[src/timer16_pkg.sv]
//Behaviour
//- With the filter on, the capture level changes after four equal pin samples.
//- The filter delays every capture event by four more clock cycles.
//- Edge select low captures on falling edges, high on rising edges.
//- A capture edge copies the counter to capture_value and sets capture_flag.
//- Modes using capture_value as top disconnect the pin; no captures happen.
//- Clock codes 0 to 5: stopped, then divide by 1, 8, 64, 256, 1024.
//- Code 6 counts falling external pin edges, code 7 counts rising edges.
//- External pin edges count even when the pin serves as an output.
//- Force compare strobes act only in non-PWM modes, otherwise ignored.
//- A force strobe applies a match to its output per the current mode.
//- A forced match sets no flag and never clears the counter.
//- The force compare bits always read as zero.
//- Every 16-bit register has low byte at base, high at base plus one.
//- A counter write suppresses compare matches on the next timer tick.
//- Both 16-bit compare values are compared with the counter on every timer tick.
//- A compare flag sets in the tick after counter equals the compare value.
//- The capture flag clears on its vector acknowledge or by writing one.
package timer16_pkg;

  //////////////////////////////////////////////////////////////////////////////
  // Register indices; the byte address on the bus is four times the index.
  localparam logic [5:0] IDX_CAPTURE_L = 6'h22;
  localparam logic [5:0] IDX_CAPTURE_H = 6'h23;
  localparam logic [5:0] IDX_COMPARE_B_L = 6'h24;
  localparam logic [5:0] IDX_COMPARE_B_H = 6'h25;
  localparam logic [5:0] IDX_COMPARE_A_L = 6'h26;
  localparam logic [5:0] IDX_COMPARE_A_H = 6'h27;
  localparam logic [5:0] IDX_COUNTER_L = 6'h28;
  localparam logic [5:0] IDX_COUNTER_H = 6'h29;
  localparam logic [5:0] IDX_IRQ_STATUS = 6'h2a;
  localparam logic [5:0] IDX_IRQ_MASK = 6'h2b;
  localparam logic [5:0] IDX_FORCE = 6'h2c;
  localparam logic [5:0] IDX_CAPTURE_CLOCK = 6'h2d;
  localparam logic [5:0] IDX_WAVEFORM_CTRL = 6'h2e;

  //////////////////////////////////////////////////////////////////////////////
  // Field positions and writable masks.
  localparam int FLAG_CAPTURE = 5;
  localparam int FLAG_COMPARE_B = 2;
  localparam int FLAG_COMPARE_A = 1;
  localparam int FLAG_OVERFLOW = 0;
  localparam logic [7:0] FLAG_MASK = 8'h27;
  localparam int FORCE_A_BIT = 7;
  localparam int FORCE_B_BIT = 6;
  localparam int FILTER_BIT = 7;
  localparam int EDGE_BIT = 6;
  localparam logic [7:0] CLOCK_CTRL_MASK = 8'hdf;
  localparam logic [7:0] WAVE_CTRL_MASK = 8'hf3;

  //////////////////////////////////////////////////////////////////////////////
  // Reset values, prescaler taps and counter tops.
  localparam logic [15:0] RESET_WORD = 16'h0000;
  localparam logic [7:0] RESET_BYTE = 8'h00;
  localparam int FILTER_SAMPLES = 4;
  localparam logic [9:0] DIV8_LAST = 10'h007;
  localparam logic [9:0] DIV64_LAST = 10'h03f;
  localparam logic [9:0] DIV256_LAST = 10'h0ff;
  localparam logic [9:0] DIV1024_LAST = 10'h3ff;
  localparam logic [15:0] TOP_MAX = 16'hffff;
  localparam logic [15:0] TOP_8BIT = 16'h00ff;
  localparam logic [15:0] TOP_9BIT = 16'h01ff;
  localparam logic [15:0] TOP_10BIT = 16'h03ff;

  // Clock source codes.
  typedef enum logic [2:0] {
    CLK_STOP, CLK_DIV1, CLK_DIV8, CLK_DIV64, CLK_DIV256, CLK_DIV1024,
    CLK_EXT_FALL, CLK_EXT_RISE
  } clock_source_t;

  // Whole state of the timer, registered in one place.
  typedef struct packed {
    logic [15:0] counter_value;
    logic [15:0] capture_value;
    logic [15:0] compare_value_a;
    logic [15:0] compare_value_b;
    logic [7:0] temp_high;
    logic [7:0] capture_clock_control;
    logic [7:0] waveform_control;
    logic [7:0] irq_status;
    logic [7:0] irq_mask;
    logic [9:0] prescale;
    logic [1:0] ext_sync;
    logic ext_prev;
    logic [1:0] cap_sync;
    logic [3:0] cap_hist;
    logic cap_level;
    logic cap_prev;
    logic match_block;
    logic waveform_output_a;
    logic waveform_output_b;
    logic [31:0] prdata;
  } timer_state_t;

endpackage : timer16_pkg

[src/timer16_capture_compare_regs.sv]
`timescale 1ns/1ps
module timer16_capture_compare_regs (
  input wire logic pclk,
  input wire logic presetn,
  input wire logic psel,
  input wire logic penable,
  input wire logic pwrite,
  input wire logic [7:0] paddr,
  input wire logic [31:0] pwdata,
  output logic [31:0] prdata,
  output logic pready,
  output logic pslverr,
  input wire logic capture_input_pin,
  input wire logic external_count_pin,
  input wire logic [7:0] vector_ack,
  output logic waveform_output_a,
  output logic waveform_output_a_en,
  output logic waveform_output_b,
  output logic waveform_output_b_en,
  output logic irq
);

  //////////////////////////////////////////////////////////////////////////////
  // Mode decoding helpers.

  // Normal mode and the two clear-on-match modes are the non-PWM modes.
  function automatic logic is_non_pwm(input logic [3:0] mode);
    is_non_pwm = (mode == 4'h0) || (mode == 4'h4) || (mode == 4'hc);
  endfunction : is_non_pwm

  // Modes that take capture_value as the counter top.
  function automatic logic capture_is_top(input logic [3:0] mode);
    capture_is_top = (mode == 4'h8) || (mode == 4'ha) || (mode == 4'hc) ||
                     (mode == 4'he);
  endfunction : capture_is_top

  // Top value of the counting sequence for the selected mode.
  function automatic logic [15:0] top_of(input logic [3:0] mode,
                                         input logic [15:0] cmp_a,
                                         input logic [15:0] cap);
    if (capture_is_top(mode)) begin
      top_of = cap;
    end else if ((mode == 4'h4) || (mode == 4'h9) || (mode == 4'hb) ||
                 (mode == 4'hf)) begin
      top_of = cmp_a;
    end else if ((mode == 4'h1) || (mode == 4'h5)) begin
      top_of = timer16_pkg::TOP_8BIT;
    end else if ((mode == 4'h2) || (mode == 4'h6)) begin
      top_of = timer16_pkg::TOP_9BIT;
    end else if ((mode == 4'h3) || (mode == 4'h7)) begin
      top_of = timer16_pkg::TOP_10BIT;
    end else begin
      top_of = timer16_pkg::TOP_MAX;
    end
  endfunction : top_of

  // Output action on a match or at the bottom of the count.
  function automatic logic wave_action(input logic [1:0] com,
                                       input logic cur,
                                       input logic non_pwm,
                                       input logic match,
                                       input logic bottom);
    wave_action = cur;
    if (non_pwm) begin
      if (match) begin
        case (com)
          2'b01: wave_action = ~cur;
          2'b10: wave_action = 1'b0;
          2'b11: wave_action = 1'b1;
          default: wave_action = cur;
        endcase
      end
    end else if (com[1]) begin
      // Bottom restores the idle level; a match then drives the other one.
      if (bottom) begin
        wave_action = ~com[0];
      end
      if (match) begin
        wave_action = com[0];
      end
    end
  endfunction : wave_action

  //////////////////////////////////////////////////////////////////////////////
  // State and decoded controls.

  timer16_pkg::timer_state_t state_r;
  timer16_pkg::timer_state_t state_nxt;

  logic [3:0] waveform_mode;
  logic [1:0] compare_output_mode_a;
  logic [1:0] compare_output_mode_b;
  timer16_pkg::clock_source_t clock_source_select;
  logic capture_noise_filter_enable;
  logic capture_edge_select;
  logic [5:0] reg_index;
  logic mapped;

  assign waveform_mode = {state_r.capture_clock_control[4:3],
                          state_r.waveform_control[1:0]};
  assign compare_output_mode_a = state_r.waveform_control[7:6];
  assign compare_output_mode_b = state_r.waveform_control[5:4];
  assign clock_source_select =
    timer16_pkg::clock_source_t'(state_r.capture_clock_control[2:0]);
  assign capture_noise_filter_enable =
    state_r.capture_clock_control[timer16_pkg::FILTER_BIT];
  assign capture_edge_select =
    state_r.capture_clock_control[timer16_pkg::EDGE_BIT];
  assign reg_index = paddr[7:2];

  // Address decode shared by the bus answer and the register update.
  always_comb begin
    mapped = 1'b0;
    if ((reg_index >= timer16_pkg::IDX_CAPTURE_L) &&
        (reg_index <= timer16_pkg::IDX_COUNTER_H)) begin
      mapped = 1'b1;
    end else if ((reg_index >= timer16_pkg::IDX_IRQ_STATUS) &&
                 (reg_index <= timer16_pkg::IDX_WAVEFORM_CTRL)) begin
      mapped = 1'b1;
    end
  end

  //////////////////////////////////////////////////////////////////////////////
  // Next-state logic.

  // Timer behaviour first, then the bus, so a bus write to the counter wins
  // over the increment of the same cycle.
  always_comb begin
    logic tick;
    logic ext_rise;
    logic ext_fall;
    logic cap_src;
    logic cap_edge;
    logic match_a;
    logic match_b;
    logic at_top;
    logic non_pwm;
    logic [15:0] top;
    logic [7:0] flag_set;
    logic [7:0] flag_clr;
    logic bus_setup;
    logic bus_write;
    tick = 1'b0;
    ext_rise = 1'b0;
    ext_fall = 1'b0;
    cap_src = 1'b0;
    cap_edge = 1'b0;
    match_a = 1'b0;
    match_b = 1'b0;
    at_top = 1'b0;
    non_pwm = is_non_pwm(waveform_mode);
    top = top_of(waveform_mode, state_r.compare_value_a,
                 state_r.capture_value);
    flag_set = timer16_pkg::RESET_BYTE;
    flag_clr = vector_ack & timer16_pkg::FLAG_MASK;
    bus_setup = psel && !penable;
    bus_write = psel && penable && pwrite && mapped;
    state_nxt = state_r;
    state_nxt.prescale = state_r.prescale + 10'h001;

    // Pins pass two flops; only the second flop feeds the logic. The pin's
    // direction is not seen here, so output-driven levels count too.
    state_nxt.ext_sync = {state_r.ext_sync[0], external_count_pin};
    state_nxt.ext_prev = state_r.ext_sync[1];
    ext_rise = state_r.ext_sync[1] && !state_r.ext_prev;
    ext_fall = !state_r.ext_sync[1] && state_r.ext_prev;
    state_nxt.cap_sync = {state_r.cap_sync[0], capture_input_pin};

    // Noise filter: the level follows only after four equal samples, which
    // costs exactly four extra cycles of capture latency.
    // The newest sample counts as one of the four, so the filtered level
    // moves in the same cycle as the fourth equal sample arrives.
    state_nxt.cap_hist = {state_r.cap_hist[2:0], state_r.cap_sync[1]};
    if (&state_nxt.cap_hist) begin
      state_nxt.cap_level = 1'b1;
    end else if (~|state_nxt.cap_hist) begin
      state_nxt.cap_level = 1'b0;
    end
    if (capture_noise_filter_enable) begin
      cap_src = state_r.cap_level;
    end else begin
      cap_src = state_r.cap_sync[1];
    end
    state_nxt.cap_prev = cap_src;
    if (capture_edge_select) begin
      cap_edge = cap_src && !state_r.cap_prev;
    end else begin
      cap_edge = !cap_src && state_r.cap_prev;
    end

    // Capture is cut off while capture_value serves as the top.
    if (cap_edge && !capture_is_top(waveform_mode)) begin
      state_nxt.capture_value = state_r.counter_value;
      flag_set[timer16_pkg::FLAG_CAPTURE] = 1'b1;
    end

    // Timer clock enable from the prescaler or the external pin.
    case (clock_source_select)
      timer16_pkg::CLK_STOP: tick = 1'b0;
      timer16_pkg::CLK_DIV1: tick = 1'b1;
      timer16_pkg::CLK_DIV8:
        tick = (state_r.prescale & timer16_pkg::DIV8_LAST) ==
               timer16_pkg::DIV8_LAST;
      timer16_pkg::CLK_DIV64:
        tick = (state_r.prescale & timer16_pkg::DIV64_LAST) ==
               timer16_pkg::DIV64_LAST;
      timer16_pkg::CLK_DIV256:
        tick = (state_r.prescale & timer16_pkg::DIV256_LAST) ==
               timer16_pkg::DIV256_LAST;
      timer16_pkg::CLK_DIV1024:
        tick = state_r.prescale == timer16_pkg::DIV1024_LAST;
      timer16_pkg::CLK_EXT_FALL: tick = ext_fall;
      default: tick = ext_rise;
    endcase

    // Counting, compare and top. Flags land with the edge that leaves the
    // matching count, so they show in the following timer clock cycle.
    if (tick) begin
      match_a = (state_r.counter_value == state_r.compare_value_a) &&
                !state_r.match_block;
      match_b = (state_r.counter_value == state_r.compare_value_b) &&
                !state_r.match_block;
      at_top = state_r.counter_value == top;
      state_nxt.match_block = 1'b0;
      flag_set[timer16_pkg::FLAG_COMPARE_A] = match_a;
      flag_set[timer16_pkg::FLAG_COMPARE_B] = match_b;
      if (at_top) begin
        state_nxt.counter_value = timer16_pkg::RESET_WORD;
        flag_set[timer16_pkg::FLAG_OVERFLOW] = 1'b1;
        if (capture_is_top(waveform_mode)) begin
          flag_set[timer16_pkg::FLAG_CAPTURE] = 1'b1;
        end
      end else begin
        state_nxt.counter_value = state_r.counter_value + 16'h0001;
      end
      state_nxt.waveform_output_a =
        wave_action(compare_output_mode_a, state_r.waveform_output_a,
                    non_pwm, match_a, at_top);
      state_nxt.waveform_output_b =
        wave_action(compare_output_mode_b, state_r.waveform_output_b,
                    non_pwm, match_b, at_top);
    end

    // Setup phase: load read data and, for a low byte, latch the high byte.
    if (bus_setup && !pwrite) begin
      state_nxt.prdata = 32'h0000_0000;
      if (reg_index == timer16_pkg::IDX_CAPTURE_L) begin
        state_nxt.prdata[7:0] = state_r.capture_value[7:0];
        state_nxt.temp_high = state_r.capture_value[15:8];
      end else if (reg_index == timer16_pkg::IDX_COMPARE_B_L) begin
        state_nxt.prdata[7:0] = state_r.compare_value_b[7:0];
        state_nxt.temp_high = state_r.compare_value_b[15:8];
      end else if (reg_index == timer16_pkg::IDX_COMPARE_A_L) begin
        state_nxt.prdata[7:0] = state_r.compare_value_a[7:0];
        state_nxt.temp_high = state_r.compare_value_a[15:8];
      end else if (reg_index == timer16_pkg::IDX_COUNTER_L) begin
        state_nxt.prdata[7:0] = state_r.counter_value[7:0];
        state_nxt.temp_high = state_r.counter_value[15:8];
      end else if ((reg_index == timer16_pkg::IDX_CAPTURE_H) ||
                   (reg_index == timer16_pkg::IDX_COMPARE_B_H) ||
                   (reg_index == timer16_pkg::IDX_COMPARE_A_H) ||
                   (reg_index == timer16_pkg::IDX_COUNTER_H)) begin
        state_nxt.prdata[7:0] = state_r.temp_high;
      end else if (reg_index == timer16_pkg::IDX_IRQ_STATUS) begin
        state_nxt.prdata[7:0] = state_r.irq_status;
      end else if (reg_index == timer16_pkg::IDX_IRQ_MASK) begin
        state_nxt.prdata[7:0] = state_r.irq_mask;
      end else if (reg_index == timer16_pkg::IDX_FORCE) begin
        state_nxt.prdata[7:0] = timer16_pkg::RESET_BYTE;
      end else if (reg_index == timer16_pkg::IDX_CAPTURE_CLOCK) begin
        state_nxt.prdata[7:0] = state_r.capture_clock_control;
      end else if (reg_index == timer16_pkg::IDX_WAVEFORM_CTRL) begin
        state_nxt.prdata[7:0] = state_r.waveform_control;
      end
    end

    // Access phase write. High bytes go to the shared latch; a low byte
    // commits both halves at once.
    if (bus_write) begin
      if ((reg_index == timer16_pkg::IDX_CAPTURE_H) ||
          (reg_index == timer16_pkg::IDX_COMPARE_B_H) ||
          (reg_index == timer16_pkg::IDX_COMPARE_A_H) ||
          (reg_index == timer16_pkg::IDX_COUNTER_H)) begin
        state_nxt.temp_high = pwdata[7:0];
      end else if (reg_index == timer16_pkg::IDX_CAPTURE_L) begin
        state_nxt.capture_value = {state_r.temp_high, pwdata[7:0]};
      end else if (reg_index == timer16_pkg::IDX_COMPARE_B_L) begin
        state_nxt.compare_value_b = {state_r.temp_high, pwdata[7:0]};
      end else if (reg_index == timer16_pkg::IDX_COMPARE_A_L) begin
        state_nxt.compare_value_a = {state_r.temp_high, pwdata[7:0]};
      end else if (reg_index == timer16_pkg::IDX_COUNTER_L) begin
        state_nxt.counter_value = {state_r.temp_high, pwdata[7:0]};
        state_nxt.match_block = 1'b1;
      end else if (reg_index == timer16_pkg::IDX_IRQ_STATUS) begin
        flag_clr = flag_clr | (pwdata[7:0] & timer16_pkg::FLAG_MASK);
      end else if (reg_index == timer16_pkg::IDX_IRQ_MASK) begin
        state_nxt.irq_mask = pwdata[7:0] & timer16_pkg::FLAG_MASK;
      end else if (reg_index == timer16_pkg::IDX_FORCE) begin
        // Forced matches touch only the outputs: no flag, no counter clear.
        if (non_pwm && pwdata[timer16_pkg::FORCE_A_BIT]) begin
          state_nxt.waveform_output_a =
            wave_action(compare_output_mode_a, state_r.waveform_output_a,
                        1'b1, 1'b1, 1'b0);
        end
        if (non_pwm && pwdata[timer16_pkg::FORCE_B_BIT]) begin
          state_nxt.waveform_output_b =
            wave_action(compare_output_mode_b, state_r.waveform_output_b,
                        1'b1, 1'b1, 1'b0);
        end
      end else if (reg_index == timer16_pkg::IDX_CAPTURE_CLOCK) begin
        state_nxt.capture_clock_control =
          pwdata[7:0] & timer16_pkg::CLOCK_CTRL_MASK;
      end else if (reg_index == timer16_pkg::IDX_WAVEFORM_CTRL) begin
        state_nxt.waveform_control = pwdata[7:0] & timer16_pkg::WAVE_CTRL_MASK;
      end
    end

    // A flag event in the clearing cycle survives: set wins over clear.
    state_nxt.irq_status = (state_r.irq_status & ~flag_clr) | flag_set;
  end

  //////////////////////////////////////////////////////////////////////////////
  // State register.

  // Every field resets to a constant; pins are only sampled after release.
  always_ff @(posedge pclk or negedge presetn) begin
    if (!presetn) begin
      state_r <= '0;
    end else begin
      state_r <= state_nxt;
    end
  end

  //////////////////////////////////////////////////////////////////////////////
  // Outputs.

  // Zero wait states keep the bus simple; read data was loaded at setup.
  assign pready = 1'b1;
  assign pslverr = psel && penable && !mapped;
  assign prdata = state_r.prdata;
  assign irq = |(state_r.irq_status & state_r.irq_mask);

  // The output driver is enabled (low) whenever its channel mode is not
  // disconnected.
  assign waveform_output_a = state_r.waveform_output_a;
  assign waveform_output_b = state_r.waveform_output_b;
  assign waveform_output_a_en = ~|compare_output_mode_a;
  assign waveform_output_b_en = ~|compare_output_mode_b;

endmodule : timer16_capture_compare_regs

[config.mk]
export PLATFORM = sky130hd
export DESIGN_NAME = timer16_capture_compare_regs
export DESIGN_NICKNAME = d
export VERILOG_FILES = /design/src/timer16_pkg.sv /design/src/timer16_capture_compare_regs.sv
export SDC_FILE = /design/constraint.sdc
export NUM_CORES = 1
export LEC_CHECK = 0
export BUFFER_PORTS_ARGS = -buffer_cell sky130_fd_sc_hd__buf_2
export CAP_MARGIN = 10
export CORE_MARGIN = 5
export CORE_UTILIZATION = 63
export DETAILED_ROUTE_END_ITERATION = 6
export GPL_ROUTABILITY_DRIVEN = 0
export PLACE_DENSITY = 0.86
export SLEW_MARGIN = 0
export SYNTH_ARGS = -nofsm -noshare
export SYNTH_HDL_FRONTEND = slang
export SYNTH_SLANG_ARGS = --single-unit
[constraint.sdc]
create_clock -name pclk -period 4.3 [get_ports pclk]
set_input_delay 0.86 -clock pclk [delete_from_list [all_inputs] [get_ports pclk]]
set_output_delay 0.86 -clock pclk [all_outputs]
set_load 0.05 [all_outputs]
==> impl_metrics.ini <==
[die]
io_pins = 94
core_region_area_sq_um = 11500
fp.dieW_um = 119
rows = 39
initial_core_util_pct = 64.7
die_h_um = 119
fp.dieArea_sq_um = 14000

[worst_setup_path]
crit_chain = nand2b_1 > o21a_1 > a2111o_1 > or4_1 > nor4_2 > nand3_1 > o31ai_1
cp_data_arrival_time_ns = 4.05
startpoint_type = register
max_stage_delay_ns = 0.89
critPathMaxFanout = 24
cp.required_ns = 4.63
end_kind = register
path_class = register to register
slowest_stage = dfrtp_1

[route]
drc_errors = 0
dr_total_vias = 6760
post_drt_via_cell_ratio = 7.01
drtPass1Iterations = 7
drt-initial-drc-count = 1219
routed_wl_um = 22100
ant_nets = 0
wire_per_inst_um = 22.9

[placement]
portBuffers = 38
place_hpwl_um = 14800
place_ws_ns = 0.789

[sta]
tns_ns = 0
worst_pin_slew_ns = 1.17
setup_viol = 0
period_share_pct = 86.4
fin_skew_ns = 0.00766
final.setup.worst_slack_ns = 0.587
grt_setup_unrepaired = no
slew_headroom_pct = 21.8
hold_viol_final = 0
fin_crit_ns = 3.71
slew_violations = 0
whs_ns = 0.348
fmax_ghz = 0.269

[logic_synthesis]
yosys.area.top_type = dfrtp_1
syn_inst = 807
synthDistinctLibCells = 66
synth_area_leaders = dfrtp_1 (42%), mux2_2 (5.5%), xnor2_1 (3.8%)
synth_seq_cells = 124
async_flop_share_pct = 100
syn_area_sq_um = 7420
synth.top_cell.area_share_pct = 41.8
yosysWarnings = 0
yosysSeqAreaShare_pct = 41.8
avgSynthCellArea_sq_um = 9.20
synth_edf_count = 0
synth_ff_type = dfrtp_1

[cts]
cts.clk_slew.worst_paths_ns = 0.06
h-tree-depth = 4
clock-sinks = 124
cts_setup_buffers = 0
cts_root_buffer = clkbuf_16
ctsLongestPathBuffers = 2
hold_buffers = 0
post_cts_resized = 0
cts_tree = done
cts_buffers = 17
clk_latency_ns = 0.43

[global_route]
grt_max_degree = 64
grt_remaining_overflow = 0
antenna_found_initial = 0
grt_first_pass_wirelength_um = 35000
grt_use_total_pct = 31.4
grt_pass1_vias = 6674

[power_and_ir_drop]
power_mw = 3.48
leakage_nw = 3.73
irDropWorstVdd_v = 0.000523
p_per_area_nw_per_um2 = 423

[flow_run]
max_cap_violations = 0

[run_status]
outcome = complete, no violations

[cells_and_area]
fillers = 794
multiInputGateArea_sq_um = 3830
antenna_cells = 0
fin_nets = 867
regArea_sq_um = 3100
drive_gt1_share_pct = 15.5
area_growth_pct = 10.8

[min_path]
min_path_type = register to register
## Yosys cell counts, types with 3 or more instances
master / number
nand3b_1: 7
or4_1: 4
o21ai_1: 8
a222oi_1: 8
a2111oi_0: 4
a221oi_1: 9
a211oi_1: 8
and4_1: 4
a21oi_1: 52
a211o_1: 3
nor4_1: 8
mux2_2: 36
a22o_1: 4
and3_1: 16
clkbuf_1: 43
nor2b_1: 9
or3_1: 7
o221ai_1: 10
and2_1: 3
o21ai_0: 40
xor2_1: 25
nor3b_1: 4
nor4b_1: 3
buf_2: 11
a22oi_1: 5
inv_1: 26
nand4_1: 9
ha_1: 3
xnor2_1: 32
a31oi_1: 12
nand3_1: 28
dfrtp_1: 124
o31ai_1: 4
mux2i_1: 21
nor3_1: 7
buf_4: 35
nand2b_1: 10
nand2_1: 68
o22ai_1: 11
o21a_1: 3
nor2_1: 52
## worst paths after layout
path	startpoint	cells after the start	to	slack (ns)
max in group asynchronous	presetn	2	state_nxt[43]$_DFF_PN0_	2.98
setup reg to reg	state_r[84]$_DFFE_PN0P_	7	state_r[69]$_DFF_PN0_	0.59
hold reg to reg	state_nxt[42]$_DFF_PN0_	0	state_nxt[37]$_DFF_PN0_	0.35
setup / recovery	state_r[84]$_DFFE_PN0P_	7	state_r[69]$_DFF_PN0_	0.59
min in group asynchronous	presetn	1	state_r[141]$_DFF_PN0_	0.52
hold / removal	state_nxt[42]$_DFF_PN0_	0	state_nxt[37]$_DFF_PN0_	0.35
## final cells by class
class                      instances  area share, %
clock inverter                    14           3.21
tap                              143           2.18
timing repair buffer              51           3.68
clock buffer                      18           5.34
sequential                       124           37.7
multi-input combinational        589           46.7
inverter                          26           1.19
## cells by family (layout without fill, tap and decap cells)
kind of cell	Yosys count	count (layout)	synth area share, %
simple gates	245	245	16.7
compound gates	200	200	17.7
flops	124	124	41.8
buf+inv	117	109	7.87
mux	59	59	8.60
xor+xnor	57	57	6.73
fa+ha+maj	3	3	0.506
other cells	2	25	0.101
## critical path, delay by kind of cell, from the launching register on
family / cells / cell delay, ns
compound gates: 3 / 1.00
simple gates: 4 / 1.73
flops: 1 / 0.89
## flip-flops by register name, summed over array words and instances, names as in the netlist
| name | flops |
|---|---|
| capture_edge_select | 1 |
| capture_noise_filter_enable | 1 |
| clock_source_select | 3 |
| compare_output_mode_a | 2 |
| compare_output_mode_b | 2 |
| prdata | 8 |
| state_nxt | 7 |
| state_r | 98 |
| waveform_output_a | 1 |
| waveform_output_b | 1 |
## metal layers
metal	wire, um	global-route usage (%)	share of wire [%]	up-vias
li1	-	-	-	2862
met1	8190	41.7	37	3206
met2	9820	45.7	44	564
met3	2950	9.22	13	128
met4	1140	18.5	5.2	0
met5	0	0	0	-
## power by group
part	total (mW)	internal, mW	switching, mW
clock	1.72	1.16	0.554
sequential	1.37	1.23	0.137
combinational	0.393	0.138	0.255
## cell usage in the layout, fill, tap and decap left out, types with 7 or more instances in the layout
cell type    n
nor2_1      52
clkbuf_16   17
buf_2       37
nor4_1       7
nand3b_1     7
bufinv_16    7
a211oi_1     8
nor2b_1      9
buf_4       13
a221oi_1     9
inv_1       26
o21ai_1      8
o221ai_1    10
and3_1      16
dfrtp_1    124
mux2_2      36
o21ai_0     40
a222oi_1     8
mux2i_1     21
nand2_1     68
xnor2_1     32
nand4_1      9
xor2_1      25
a31oi_1     12
nand3_1     28
or3_1        7
o22ai_1     11
conb_1      25
nand2b_1    10
a21oi_1     51
## metrics by stage
stage / utilization, % / cells / instance area, sq um
4_1_cts: 71.7 / 965 / 8220
3_5_place_dp: 65.6 / 933 / 7520
6_report: 71.7 / 965 / 8220
3_3_place_gp: 65.6 / 933 / 7520
5_1_grt: 71.7 / 965 / 8220
2_1_floorplan: - / 830 / 7510
(Power assumes the default switching activity.)
